### config.mk
export PLATFORM = sky130hd
export DESIGN_NAME = rmi_phy_flat
export DESIGN_NICKNAME = d
export VERILOG_FILES = /design/src/core/rmi_pkg.sv /design/src/core/rmi_if.sv /design/src/core/rmi_phy.sv /design/src/flat_wrapper.sv
export SDC_FILE = /design/constraint.sdc
export NUM_CORES = 1
export LEC_CHECK = 0
export BUFFER_PORTS_ARGS = -buffer_cell sky130_fd_sc_hd__buf_4
export CAP_MARGIN = 0
export CORE_ASPECT_RATIO = 1.25
export CORE_UTILIZATION = 50
export DETAILED_ROUTE_END_ITERATION = 10
export GPL_ROUTABILITY_DRIVEN = 1
export PLACE_DENSITY = 0.73
export SLEW_MARGIN = 20
export SYNTH_ARGS = -nofsm -noshare
export SYNTH_HDL_FRONTEND = slang
export SYNTH_HIERARCHICAL = 1
export SYNTH_SLANG_ARGS = --single-unit
export TNS_END_PERCENT = 30
### constraint.sdc
create_clock -name clk -period 3.7 [get_ports clk]
set_clock_uncertainty 0.05 [all_clocks]
set_input_delay 0 -clock clk [delete_from_list [all_inputs] [get_ports clk]]
set_output_delay 0 -clock clk [all_outputs]
set_load 0.03 [all_outputs]
### src/core/rmi_pkg.sv
// Purpose: Shared constants and types for both ends of the reduced MII link
// Assumes: One reference clock times both directions at every line speed
// Notes: FIFO words carry one receive nibble plus its side flags
package rmi_pkg;

    // ==========================================================
    // Decimation at 10 Mbps
    // ==========================================================
    localparam int unsigned RMI_DECIM = 10;
    localparam logic [3:0] RMI_CNT_RST = 4'h0;
    localparam logic [3:0] RMI_DECIM_LAST = 4'(RMI_DECIM - 1);

    // ==========================================================
    // Receive elastic buffer
    // ==========================================================
    localparam int unsigned RMI_FIFO_DEPTH = 4;
    localparam int unsigned RMI_BITS_PER_WORD = 4;
    localparam logic [1:0] RMI_THR_RST = 2'h0;

    typedef struct packed {
        logic [3:0] data;
        logic err;
        logic last;
        logic single;
    } rmi_word_s;

    localparam int unsigned RMI_WORD_W = $bits(rmi_word_s);

    typedef enum logic [1:0] {
        RMI_IDLE,
        RMI_WAIT,
        RMI_DRAIN
    } rmi_rx_e;

    // Threshold code 0..3 selects 1..4 buffered nibbles (4..16 bits)
    function automatic logic [2:0] rmi_thr_words(input logic [1:0] thr);
        return {1'b0, thr} + 3'h1;
    endfunction

    // Advance of the one-in-ten pacing counter
    function automatic logic [3:0] rmi_pace_next(input logic [3:0] cnt);
        return (cnt == RMI_DECIM_LAST) ? RMI_CNT_RST : cnt + 4'h1;
    endfunction

endpackage

### src/core/rmi_if.sv
// Purpose: Wires between the transceiver end and the MAC end
// Assumes: Both ends run on the same reference clock
// Notes: No clocking block; the bench supplies the clock to both ends
`timescale 1ns/1ps
interface rmi_if;
    logic [1:0] txd;
    logic tx_en;
    logic [1:0] rxd;
    logic crs_dv;
    logic rx_dv;
    logic rx_er;

    modport phy (
        input txd,
        input tx_en,
        output rxd,
        output crs_dv,
        output rx_dv,
        output rx_er
    );

    modport mac (
        output txd,
        output tx_en,
        input rxd,
        input crs_dv,
        input rx_dv,
        input rx_er
    );
endinterface

### src/core/rmi_phy.sv
// Purpose: Transceiver end of the reduced MII link with receive elastic buffer
// Assumes: clk is the reference clock; line side is synchronous to clk
// Notes: Receive nibbles pass a 4-word FIFO before going out as dibits
//
// Overview of operation
// - Transmit dibits captured on reference clock edges
// - Receive dibits driven on same clock edges
// - Clock rate identical across all line modes
// - 10 Mbps: transmit dibit captured every tenth cycle
// - 10 Mbps: new receive dibit every tenth cycle
// - Separate receive valid beside carrier/valid output
// - Receive error output provided to MAC
// - Elastic buffer absorbs receive clock offset
// - Threshold codes select 4, 8, 12, 16 bits
// - Software picks threshold from maximum packet size
// - Packet limits assume equal clock accuracies
`timescale 1ns/1ps

// ==========================================================
// Elastic buffer FIFO
// ==========================================================
module rmi_fifo #(
    parameter int unsigned W = 7,
    parameter int unsigned D = 4
) (
    input wire logic clk,
    input wire logic arst_n,
    input wire logic in_valid,
    output logic in_ready,
    input wire logic [W-1:0] in_data,
    output logic out_valid,
    input wire logic out_ready,
    output logic [W-1:0] out_data,
    output logic [$clog2(D):0] level
);
    localparam int unsigned AW = $clog2(D);
    localparam int unsigned CW = AW + 1;
    localparam logic [CW-1:0] FULL_CNT = CW'(D);
    localparam logic [CW-1:0] ONE_CNT = CW'(1);

    typedef struct packed {
        logic [D-1:0][W-1:0] mem;
        logic [AW-1:0] wp;
        logic [AW-1:0] rp;
        logic [CW-1:0] cnt;
        logic can_take;
        logic has;
    } rmi_fifo_s;

    rmi_fifo_s s;
    rmi_fifo_s next_s;
    logic push;
    logic pop;

    assign in_ready = s.can_take;
    assign out_valid = s.has;
    assign out_data = s.mem[s.rp];
    assign level = s.cnt;

    always_comb begin
        next_s = s;
        push = in_valid && s.can_take;
        pop = out_ready && s.has;
        if (push) begin
            next_s.mem[s.wp] = in_data;
            next_s.wp = s.wp + AW'(1);
        end
        if (pop) begin
            next_s.rp = s.rp + AW'(1);
        end
        if (push && !pop) begin
            next_s.cnt = s.cnt + ONE_CNT;
        end else if (pop && !push) begin
            next_s.cnt = s.cnt - ONE_CNT;
        end
        next_s.can_take = (next_s.cnt != FULL_CNT);
        next_s.has = (next_s.cnt != '0);
    end

    always_ff @(posedge clk or negedge arst_n) begin
        if (!arst_n) begin
            s <= '0;
        end else begin
            s <= next_s;
        end
    end
endmodule

// ==========================================================
// Transceiver end
// ==========================================================
module rmi_phy
    import rmi_pkg::*;
(
    input wire logic clk,
    input wire logic arst_n,
    rmi_if.phy mac,
    input wire logic speed_10,
    input wire logic [1:0] rx_buffer_start_threshold,
    input wire logic line_rx_valid,
    input wire logic [1:0] line_rx_dibit,
    input wire logic line_rx_err,
    input wire logic line_rx_last,
    output logic line_rx_ready,
    output logic tx_line_valid,
    output logic [1:0] tx_line_dibit
);
    typedef struct packed {
        rmi_rx_e st;
        rmi_word_s cur;
        logic sel;
        logic fin;
        logic end_seen;
        logic [3:0] rx_pc;
        logic [1:0] rxd;
        logic rx_dv;
        logic crs_dv;
        logic rx_er;
        logic [1:0] hold;
        logic hold_err;
        logic hold_full;
        logic [3:0] tx_pc;
        logic tx_valid;
        logic [1:0] tx_dibit;
    } rmi_phy_s;

    rmi_phy_s s;
    rmi_phy_s next_s;
    logic push;
    rmi_word_s push_word;
    logic pop;
    logic tick;
    logic fifo_ready;
    logic fifo_has;
    logic [RMI_WORD_W-1:0] fifo_raw;
    rmi_word_s fifo_word;
    logic [2:0] fifo_level;

    assign fifo_word = rmi_word_s'(fifo_raw);

    rmi_fifo #(
        .W(RMI_WORD_W),
        .D(RMI_FIFO_DEPTH)
    ) u_elastic (
        .clk(clk),
        .arst_n(arst_n),
        .in_valid(push),
        .in_ready(fifo_ready),
        .in_data(push_word),
        .out_valid(fifo_has),
        .out_ready(pop),
        .out_data(fifo_raw),
        .level(fifo_level)
    );

    assign mac.rxd = s.rxd;
    assign mac.rx_dv = s.rx_dv;
    assign mac.crs_dv = s.crs_dv;
    assign mac.rx_er = s.rx_er;
    assign line_rx_ready = fifo_ready;
    assign tx_line_valid = s.tx_valid;
    assign tx_line_dibit = s.tx_dibit;

    always_comb begin
        next_s = s;
        push = 1'b0;
        push_word = '0;
        pop = 1'b0;

        // ======================================================
        // Transmit capture
        // ======================================================
        next_s.tx_valid = 1'b0;
        if (mac.tx_en) begin
            if (!speed_10 || s.tx_pc == RMI_CNT_RST) begin
                next_s.tx_valid = 1'b1;
                next_s.tx_dibit = mac.txd;
            end
            next_s.tx_pc = rmi_pace_next(s.tx_pc);
        end else begin
            next_s.tx_pc = RMI_CNT_RST;
        end

        // ======================================================
        // Line receive: pair dibits into nibbles
        // ======================================================
        if (line_rx_valid && fifo_ready) begin
            if (s.hold_full || line_rx_last) begin
                push = 1'b1;
                push_word.data = s.hold_full ? {line_rx_dibit, s.hold} : {2'b00, line_rx_dibit};
                push_word.err = line_rx_err || (s.hold_full && s.hold_err);
                push_word.last = line_rx_last;
                push_word.single = !s.hold_full;
                next_s.hold_full = 1'b0;
            end else begin
                next_s.hold = line_rx_dibit;
                next_s.hold_err = line_rx_err;
                next_s.hold_full = 1'b1;
            end
        end

        // ======================================================
        // Buffer drain toward the MAC
        // ======================================================
        tick = !speed_10 || s.rx_pc == RMI_CNT_RST;
        unique case (s.st)
            RMI_IDLE: begin
                if (fifo_has || s.hold_full) begin
                    next_s.st = RMI_WAIT;
                    next_s.crs_dv = 1'b1;
                end
            end
            RMI_WAIT: begin
                if (fifo_level >= rmi_thr_words(rx_buffer_start_threshold) || s.end_seen) begin
                    next_s.st = RMI_DRAIN;
                    next_s.rx_pc = RMI_CNT_RST;
                    next_s.sel = 1'b0;
                    next_s.fin = 1'b0;
                end
            end
            RMI_DRAIN: begin
                next_s.rx_pc = rmi_pace_next(s.rx_pc);
                if (tick) begin
                    if (s.fin) begin
                        next_s.rx_dv = 1'b0;
                        next_s.crs_dv = 1'b0;
                        next_s.rx_er = 1'b0;
                        next_s.st = RMI_IDLE;
                    end else if (s.sel) begin
                        next_s.rxd = s.cur.data[3:2];
                        next_s.rx_er = s.cur.err;
                        next_s.sel = 1'b0;
                        next_s.fin = s.cur.last;
                    end else if (fifo_has) begin
                        pop = 1'b1;
                        next_s.end_seen = s.end_seen && !fifo_word.last;
                        next_s.cur = fifo_word;
                        next_s.rxd = fifo_word.data[1:0];
                        next_s.rx_er = fifo_word.err;
                        next_s.rx_dv = 1'b1;
                        next_s.crs_dv = 1'b1;
                        next_s.sel = !fifo_word.single;
                        next_s.fin = fifo_word.single && fifo_word.last;
                    end else begin
                        // Underrun: flag the dibit as bad and close the frame
                        next_s.rx_er = 1'b1;
                        next_s.rx_dv = 1'b1;
                        next_s.crs_dv = 1'b1;
                        next_s.fin = 1'b1;
                    end
                end
            end
        endcase

        // Set wins over the clear on popping a last word
        if (push && push_word.last) begin
            next_s.end_seen = 1'b1;
        end
    end

    always_ff @(posedge clk or negedge arst_n) begin
        if (!arst_n) begin
            s <= '0;
        end else begin
            s <= next_s;
        end
    end
endmodule

### src/flat_wrapper.sv
// flat-port wrapper written by rule: the top's interface ports become plain ports
module rmi_phy_flat import rmi_pkg::*;
  (clk, arst_n, speed_10, rx_buffer_start_threshold, line_rx_valid, line_rx_dibit, line_rx_err, line_rx_last, line_rx_ready, tx_line_valid, tx_line_dibit, mac_txd, mac_tx_en, mac_rxd, mac_crs_dv, mac_rx_dv, mac_rx_er);
  rmi_if mac_i ();
  input wire logic clk;
  input wire logic arst_n;
  input wire logic speed_10;
  input wire logic [1:0] rx_buffer_start_threshold;
  input wire logic line_rx_valid;
  input wire logic [1:0] line_rx_dibit;
  input wire logic line_rx_err;
  input wire logic line_rx_last;
  output logic line_rx_ready;
  output logic tx_line_valid;
  output logic [1:0] tx_line_dibit;
  input wire logic [$bits(mac_i.txd)-1:0] mac_txd;
  input wire logic [$bits(mac_i.tx_en)-1:0] mac_tx_en;
  output wire logic [$bits(mac_i.rxd)-1:0] mac_rxd;
  output wire logic [$bits(mac_i.crs_dv)-1:0] mac_crs_dv;
  output wire logic [$bits(mac_i.rx_dv)-1:0] mac_rx_dv;
  output wire logic [$bits(mac_i.rx_er)-1:0] mac_rx_er;
  assign mac_i.txd = mac_txd;
  assign mac_i.tx_en = mac_tx_en;
  assign mac_rxd = mac_i.rxd;
  assign mac_crs_dv = mac_i.crs_dv;
  assign mac_rx_dv = mac_i.rx_dv;
  assign mac_rx_er = mac_i.rx_er;
  rmi_phy u_core (.clk(clk), .arst_n(arst_n), .mac(mac_i), .speed_10(speed_10), .rx_buffer_start_threshold(rx_buffer_start_threshold), .line_rx_valid(line_rx_valid), .line_rx_dibit(line_rx_dibit), .line_rx_err(line_rx_err), .line_rx_last(line_rx_last), .line_rx_ready(line_rx_ready), .tx_line_valid(tx_line_valid), .tx_line_dibit(tx_line_dibit));
endmodule
==> results.sh, run 1 <==
export IMPL_clkTransAtPathRegs_ns=0.07
export IMPL_first_pass_iters=4
export IMPL_hold_path_depth=3
export IMPL_io_pin_count=22
export IMPL_crit_path_max_incr_delay_ns=0.47
export IMPL_hold_worst_slack_ns=0.01092
export IMPL_n_antenna_cell=0
export IMPL_finalMaxSlewViolations=0
export IMPL_tns_ns=0
export IMPL_synth_area_leaders="dfrtp_1, mux2_2, ha_1"
export IMPL_yosysTopAreaCell="dfrtp_1"
export IMPL_hold_viol=0
export IMPL_fp_row_count=33
export IMPL_routabilityCongestion=0.8095
export IMPL_drtIter0Drc=110
export IMPL_wirelength_um=6197
export IMPL_reg2reg_from="u_core/s[30]"
export IMPL_synth_cell_types=50
export IMPL_postRouteAntennaNets=0
export IMPL_worst_path_max_fanout=14
export IMPL_grt_pass1_wl_um=10860
export IMPL_numCtsBuffers=9
export IMPL_setup_viol=0
export IMPL_synth_edf_count=0
export IMPL_start_util_pct=52.41
export IMPL_seq_area_um2=1652
export IMPL_netlist_area_leader_share_pct=47.71
export IMPL_grt_usage_pct=19.81
export IMPL_cts_setup_buffers=0
export IMPL_cts_max_level=3
export IMPL_syn_inst=291
export IMPL_crit_type="reg -> reg"
export IMPL_r2r_end="u_core/u_elastic/in_ready"
export IMPL_synth_seq_area_share_pct=47.71
export IMPL_die_area_um2=7263
export IMPL_crit_chain="inv_1 -> ha_1 -> nand3b_1 -> a211oi_4 -> nand2_2 -> or3_1 -> o311ai_1 -> nand2_1"
export IMPL_antenna_found_initial=0
export IMPL_slowest_stage="a211oi_4"
export IMPL_via_per_inst=5.488
export IMPL_multi_input_area_um2=1637
export IMPL_yosys_warnings=6
export IMPL_maxCapViolCount=0
export IMPL_synthToLayoutAreaGrowth_pct=13.37
export IMPL_synth_common_cells="dfrtp_1, mux2_2, inv_1, ha_1, nand2_1"
export IMPL_fill_cells=560
export IMPL_async_flop_share_pct=100.0
export IMPL_detailed_place_hpwl_um=4388
export IMPL_cp_arrival_ns=2.75
export IMPL_wire_per_inst_um=15.19
export IMPL_coreArea_um2=6606
export IMPL_ys_ff_latch=66
export IMPL_fmax_mhz=386.1
export IMPL_die_width_um=76.43
export IMPL_root_buffer="clkbuf_8"
export IMPL_fin_crit_ns=2.590
export IMPL_power_total_uw=2929
export IMPL_leakage_uw=0.001862
export IMPL_rsz0062_at_grt="no"
export IMPL_die_h_um=95.04
export IMPL_clk_path_buf_depth=2
export IMPL_peakVddDrop_mv=0.3135
export IMPL_drive_gt1_share_pct=24.61
export IMPL_crit_path_start_kind="flip-flop"
export IMPL_syn_nets=323
export IMPL_vias=2239
export IMPL_syn_area_um2=3462
export IMPL_end_kind="flip-flop"
export IMPL_status="completed"
export IMPL_tightest_slew_ns=0.8191
export IMPL_syn_area_per_cell_um2=11.90
export IMPL_clk_latency_ns=0.34
export IMPL_io_buffers=21
export IMPL_cts_sink_count=66
export IMPL_relSlewSlack_pct=45.39
export IMPL_crit_required_ns=3.86
export IMPL_drc=0
export IMPL_cts_tree="built"
export IMPL_r2r_setup_slack_ns=1.11
export IMPL_grt_pass1_vias=2325
export IMPL_period_share_pct=69.99
export IMPL_worstHoldStart="line_rx_last"
export IMPL_pwr_density_cell_nw_per_um2=746.3
export IMPL_nets=349
export IMPL_grt_max_degree=67
export IMPL_ys_flop_type="dfrtp_1"
export IMPL_overflow=0
export IMPL_hold_path_endpoint="u_core/s[7]"
export IMPL_rr_worst_depth=8
export IMPL_hold_class="in -> reg"
export IMPL_yosysMostFrequentCell="dfrtp_1"
[worst max-delay path by stage]
| stage | end | slack (ns) | start | cells after the start |
|---|---|---|---|---|
| final | u_core/u_elastic/in_ready | 1.11 | u_core/s[30] | 8 |
| after CTS | u_core/u_elastic/in_ready | 1.10 | u_core/s[30] | 8 |
| after floorplan | u_core/u_elastic/out_valid | 1.40 | u_core/s[16] | 8 |
| after global placement | u_core/u_elastic/out_valid | 1.22 | u_core/s[30] | 8 |
| after global routing | u_core/u_elastic/in_ready | 0.84 | u_core/s[30] | 8 |
| after detailed placement | u_core/u_elastic/in_ready | 1.09 | u_core/s[30] | 8 |
[metrics by stage]
stage	utilization [%]	setup WS (ns)	cells	cell area [um2]
after detailed placement	55.11	1.085	385	3641
final	59.41	1.110	408	3925
after floorplan	-	1.401	291	3462
after global placement	55.11	1.219	385	3641
after global routing	59.41	0.8415	408	3925
after CTS	59.41	1.096	408	3925
[final cells by class]
class                   count  area share (%)
flip-flops and latches     66           42.08
multi-input cells         188           41.70
repair buffers             29           6.057
clock buffers              13           4.303
well taps                  87           2.773
inverters                  23           2.200
clock inverters             2          0.8926
[where the power goes]
group          internal, uW  switching [uW]  total [uW]
logic                   548             553        1100
registers               982             226        1210
clock network           362             258         620
total                  1890            1040        2930
[cells in the final DEF, fill, tap and decap left out, drive strengths merged, types with 3 or more instances in the layout]
cell type     n
nor2         13
xnor2         7
dlygate4sd3   8
inv          23
and3          3
clkbuf       13
buf          21
o21ai        14
o31ai         3
nor3          4
mux2         37
a21oi         6
nor2b         4
dfrtp        66
nor3b         5
a211oi        5
mux2i         3
nand3         7
ha           19
mux4          7
nand2        19
[registers in the layout (all words and copies together), names as in the netlist]
register                    flops
u_core/mac.crs_dv               1
u_core/mac.rx_dv                1
u_core/mac.rx_er                1
u_core/mac.rxd                  2
u_core/s                       21
u_core/tx_line_dibit            2
u_core/tx_line_valid            1
u_core/u_elastic/in_ready       1
u_core/u_elastic/level          3
u_core/u_elastic/out_valid      1
u_core/u_elastic/s             32
[critical path, delay by kind of cell (launching register included)]
family | cells | cell delay [ns]
simple gates | 4 | 0.92
compound gates | 2 | 0.58
fa+ha+maj | 1 | 0.44
flops | 1 | 0.38
buf+inv | 1 | 0.09
[layer usage]
metal / GRT usage, % / part of all wire [%] / up-vias
li1: - / - / 1082
met5: 0 / 0 / -
met4: 11.54 / 1.7 / 0
met2: 33.33 / 50 / 34
met3: 3.636 / 2.4 / 8
met1: 24.10 / 46 / 1115
[cell families after synthesis]
group	count (synthesis)	synth area share, %
xor+xnor	8	2.024
fa+ha+maj	21	7.517
mux	47	17.46
buf+inv	37	5.023
compound gates	47	9.613
simple gates	65	10.66
flops	66	47.70
[what timing repair did]
action,4_1_cts,5_1_grt
setup endpoints to repair,0,0
hold buffers,8,0
gates resized for setup,0,0
hold endpoints to repair,77,0
Power figures use the tool's default switching activity.
==> run 2: changes to the inputs <==
clock period = 2.6 ns   (was 3.7 ns; I/O delays follow)
==> run 2 against run 1 <==
Effect of this change:
- utilization about the same
- sequential power increased by 41%
- non-clock buffer count increased by 3
- setup slack got worse by 0.81 ns
- register-to-register slack got worse by 0.81 ns
- power increased by 40%
- critical path depth unchanged
- combinational power increased by 46%
==> results.sh, run 2 (synthesis gave the netlist of run 1 again) <==
export IMPL_grt_use_met3_pct=4.785
export IMPL_drive_gt1_share_pct=25.85
export IMPL_wirelength_um=6441
export IMPL_cts_setup_buffers=0
export IMPL_antenna_found_initial=0
export IMPL_largest_register="u_core/u_elastic/s"
export IMPL_fp_row_count=33
export IMPL_io_pin_count=22
export IMPL_worstHoldStart="speed_10"
export IMPL_first_pass_iters=4
export IMPL_mostFrequentLayoutCell="dfrtp_1"
export IMPL_numCtsBuffers=9
export IMPL_wire_per_inst_um=15.63
export IMPL_hold_viol=0
export IMPL_rsz0062_at_grt="no"
export IMPL_grt_pass1_wl_um=11210
export IMPL_period_share_pct=88.56
export IMPL_nets=352
export IMPL_finalMaxSlewViolations=0
export IMPL_routabilityCongestion=0.8816
export IMPL_cts_tree="built"
export IMPL_hold_class="in -> reg"
export IMPL_postRouteAntennaNets=0
export IMPL_peakVddDrop_mv=0.5549
export IMPL_drtIter0Drc=135
export IMPL_crit_path_start="u_core/s[17]"
export IMPL_layout_cells_non_filler=412
export IMPL_cts_max_level=3
export IMPL_start_util_pct=52.41
export IMPL_fin_crit_ns=2.303
export IMPL_largest_reg_flops=32
export IMPL_grt_pass1_vias=2310
export IMPL_die_area_um2=7263
export IMPL_relSlewSlack_pct=45.96
export IMPL_fmax_mhz=434.3
export IMPL_p_sw_uw=1535
export IMPL_crit_path_start_kind="flip-flop"
export IMPL_coreArea_um2=6606
export IMPL_fill_cells=563
export IMPL_crit_required_ns=2.77
export IMPL_crit_type="reg -> reg"
export IMPL_end_kind="flip-flop"
export IMPL_n_antenna_cell=0
export IMPL_reg2reg_from="u_core/s[17]"
export IMPL_layout_common_cells="dfrtp_1, mux2_2, buf_4"
export IMPL_clk_path_buf_depth=2
export IMPL_tightest_slew_ns=0.8107
export IMPL_clkTransAtPathRegs_ns=0.08
export IMPL_cts_repair_resized=0
export IMPL_leakage_uw=0.001860
export IMPL_vias=2317
export IMPL_maxCapViolCount=0
export IMPL_synthToLayoutAreaGrowth_pct=13.34
export IMPL_io_buffers=21
export IMPL_use_met1_pct=24.73
export IMPL_p_clk_share_pct=19.0
export IMPL_drc=0
export IMPL_die_h_um=95.04
export IMPL_hold_buffers=8
export IMPL_clk_latency_ns=0.34
export IMPL_tns_ns=0
export IMPL_switching_share_pct=37.40
export IMPL_seqPwrFrac_pct=41.8
export IMPL_root_buffer="clkbuf_8"
export IMPL_p_comb_share_pct=39.3
export IMPL_die_width_um=76.43
export IMPL_dpl_cell_count=388
export IMPL_grt_max_degree=67
export IMPL_cts_sink_count=66
export IMPL_grtUsageMet2_pct=35.06
export IMPL_intPower_uw=2570
export IMPL_overflow=0
export IMPL_setup_viol=0
export IMPL_top_usage_layer="met2"
export IMPL_worst_path_max_fanout=6
export IMPL_detailed_place_hpwl_um=4492
export IMPL_via_per_inst=5.624
export IMPL_cp_arrival_ns=2.47
export IMPL_pwr_density_cell_nw_per_um2=1046
export IMPL_grt_usage_pct=20.63
export IMPL_status="completed"
[run 2: layout make-up]
class                   instances  area (um2)  share of cell area, %
clock buffers                  10       137.6                  3.508
clock inverters                 6       42.54                  1.084
inverters                      23       86.33                  2.200
multi-input cells             188        1637                  41.71
flip-flops and latches         66        1652                  42.09
well taps                      87       108.9                  2.774
repair buffers                 32       260.3                  6.633
[run 2: stage by stage]
| step | power [uW] | utilization (%) | setup WS, ns | instance area [um2] | hold WS (ns) |
|---|---|---|---|---|---|
| 5_1_grt | 4417 | 59.39 | 0.1142 | 3924 | 0.05460 |
| 2_1_floorplan | 2958 | - | 0.3006 | 3462 | -0.3456 |
| 6_report | 4105 | 59.39 | 0.2973 | 3924 | 0.03654 |
| 3_3_place_gp | 3280 | 55.45 | 0.3919 | 3664 | 0.09985 |
| 3_5_place_dp | 3338 | 55.45 | 0.2974 | 3664 | 0.1013 |
| 4_1_cts | 4148 | 59.39 | 0.2884 | 3924 | 0.02252 |
[run 2: worst max-delay path: stages, from the launching register on]
cell	delay, ns
dfrtp_1	0.41
inv_1	0.09
ha_1	0.15
or3b_4	0.41
a211oi_4	0.28
nand2_2	0.15
or3_1	0.41
o311ai_1	0.13
nand2b_1	0.10
[run 2: power groups by stage]
| stage | Combinational [uW] | Clock (uW) | Sequential, uW |
|---|---|---|---|
| final | 1610 | 779 | 1710 |
| after global placement | 1560 | 0 | 1720 |
| after global routing | 1790 | 849 | 1780 |
| after floorplan | 1340 | 0 | 1620 |
| after CTS | 1630 | 805 | 1720 |
| after detailed placement | 1600 | 0 | 1740 |
[run 2: final timing paths]
| path | endpoint | slack, ns | depth (start not counted) |
|---|---|---|---|
| worst max-delay path | u_core/u_elastic/out_valid | 0.30 | 8 |
| worst min-delay path | u_core/mac.rx_dv | 0.04 | 3 |
| worst max register to register | u_core/u_elastic/out_valid | 0.30 | 8 |
| worst min register to register | u_core/u_elastic/s[23] | 0.44 | 1 |
| max in group asynchronous | u_core/u_elastic/s[31] | 1.73 | 2 |
| min in group asynchronous | u_core/s[5] | 0.24 | 2 |
[run 2: layer usage]
layer / wire [um] / part of all wire, %
met1: 2760 / 43
met2: 3360 / 52
met3: 190 / 2.9
met4: 129 / 2.0
met5: 0 / 0
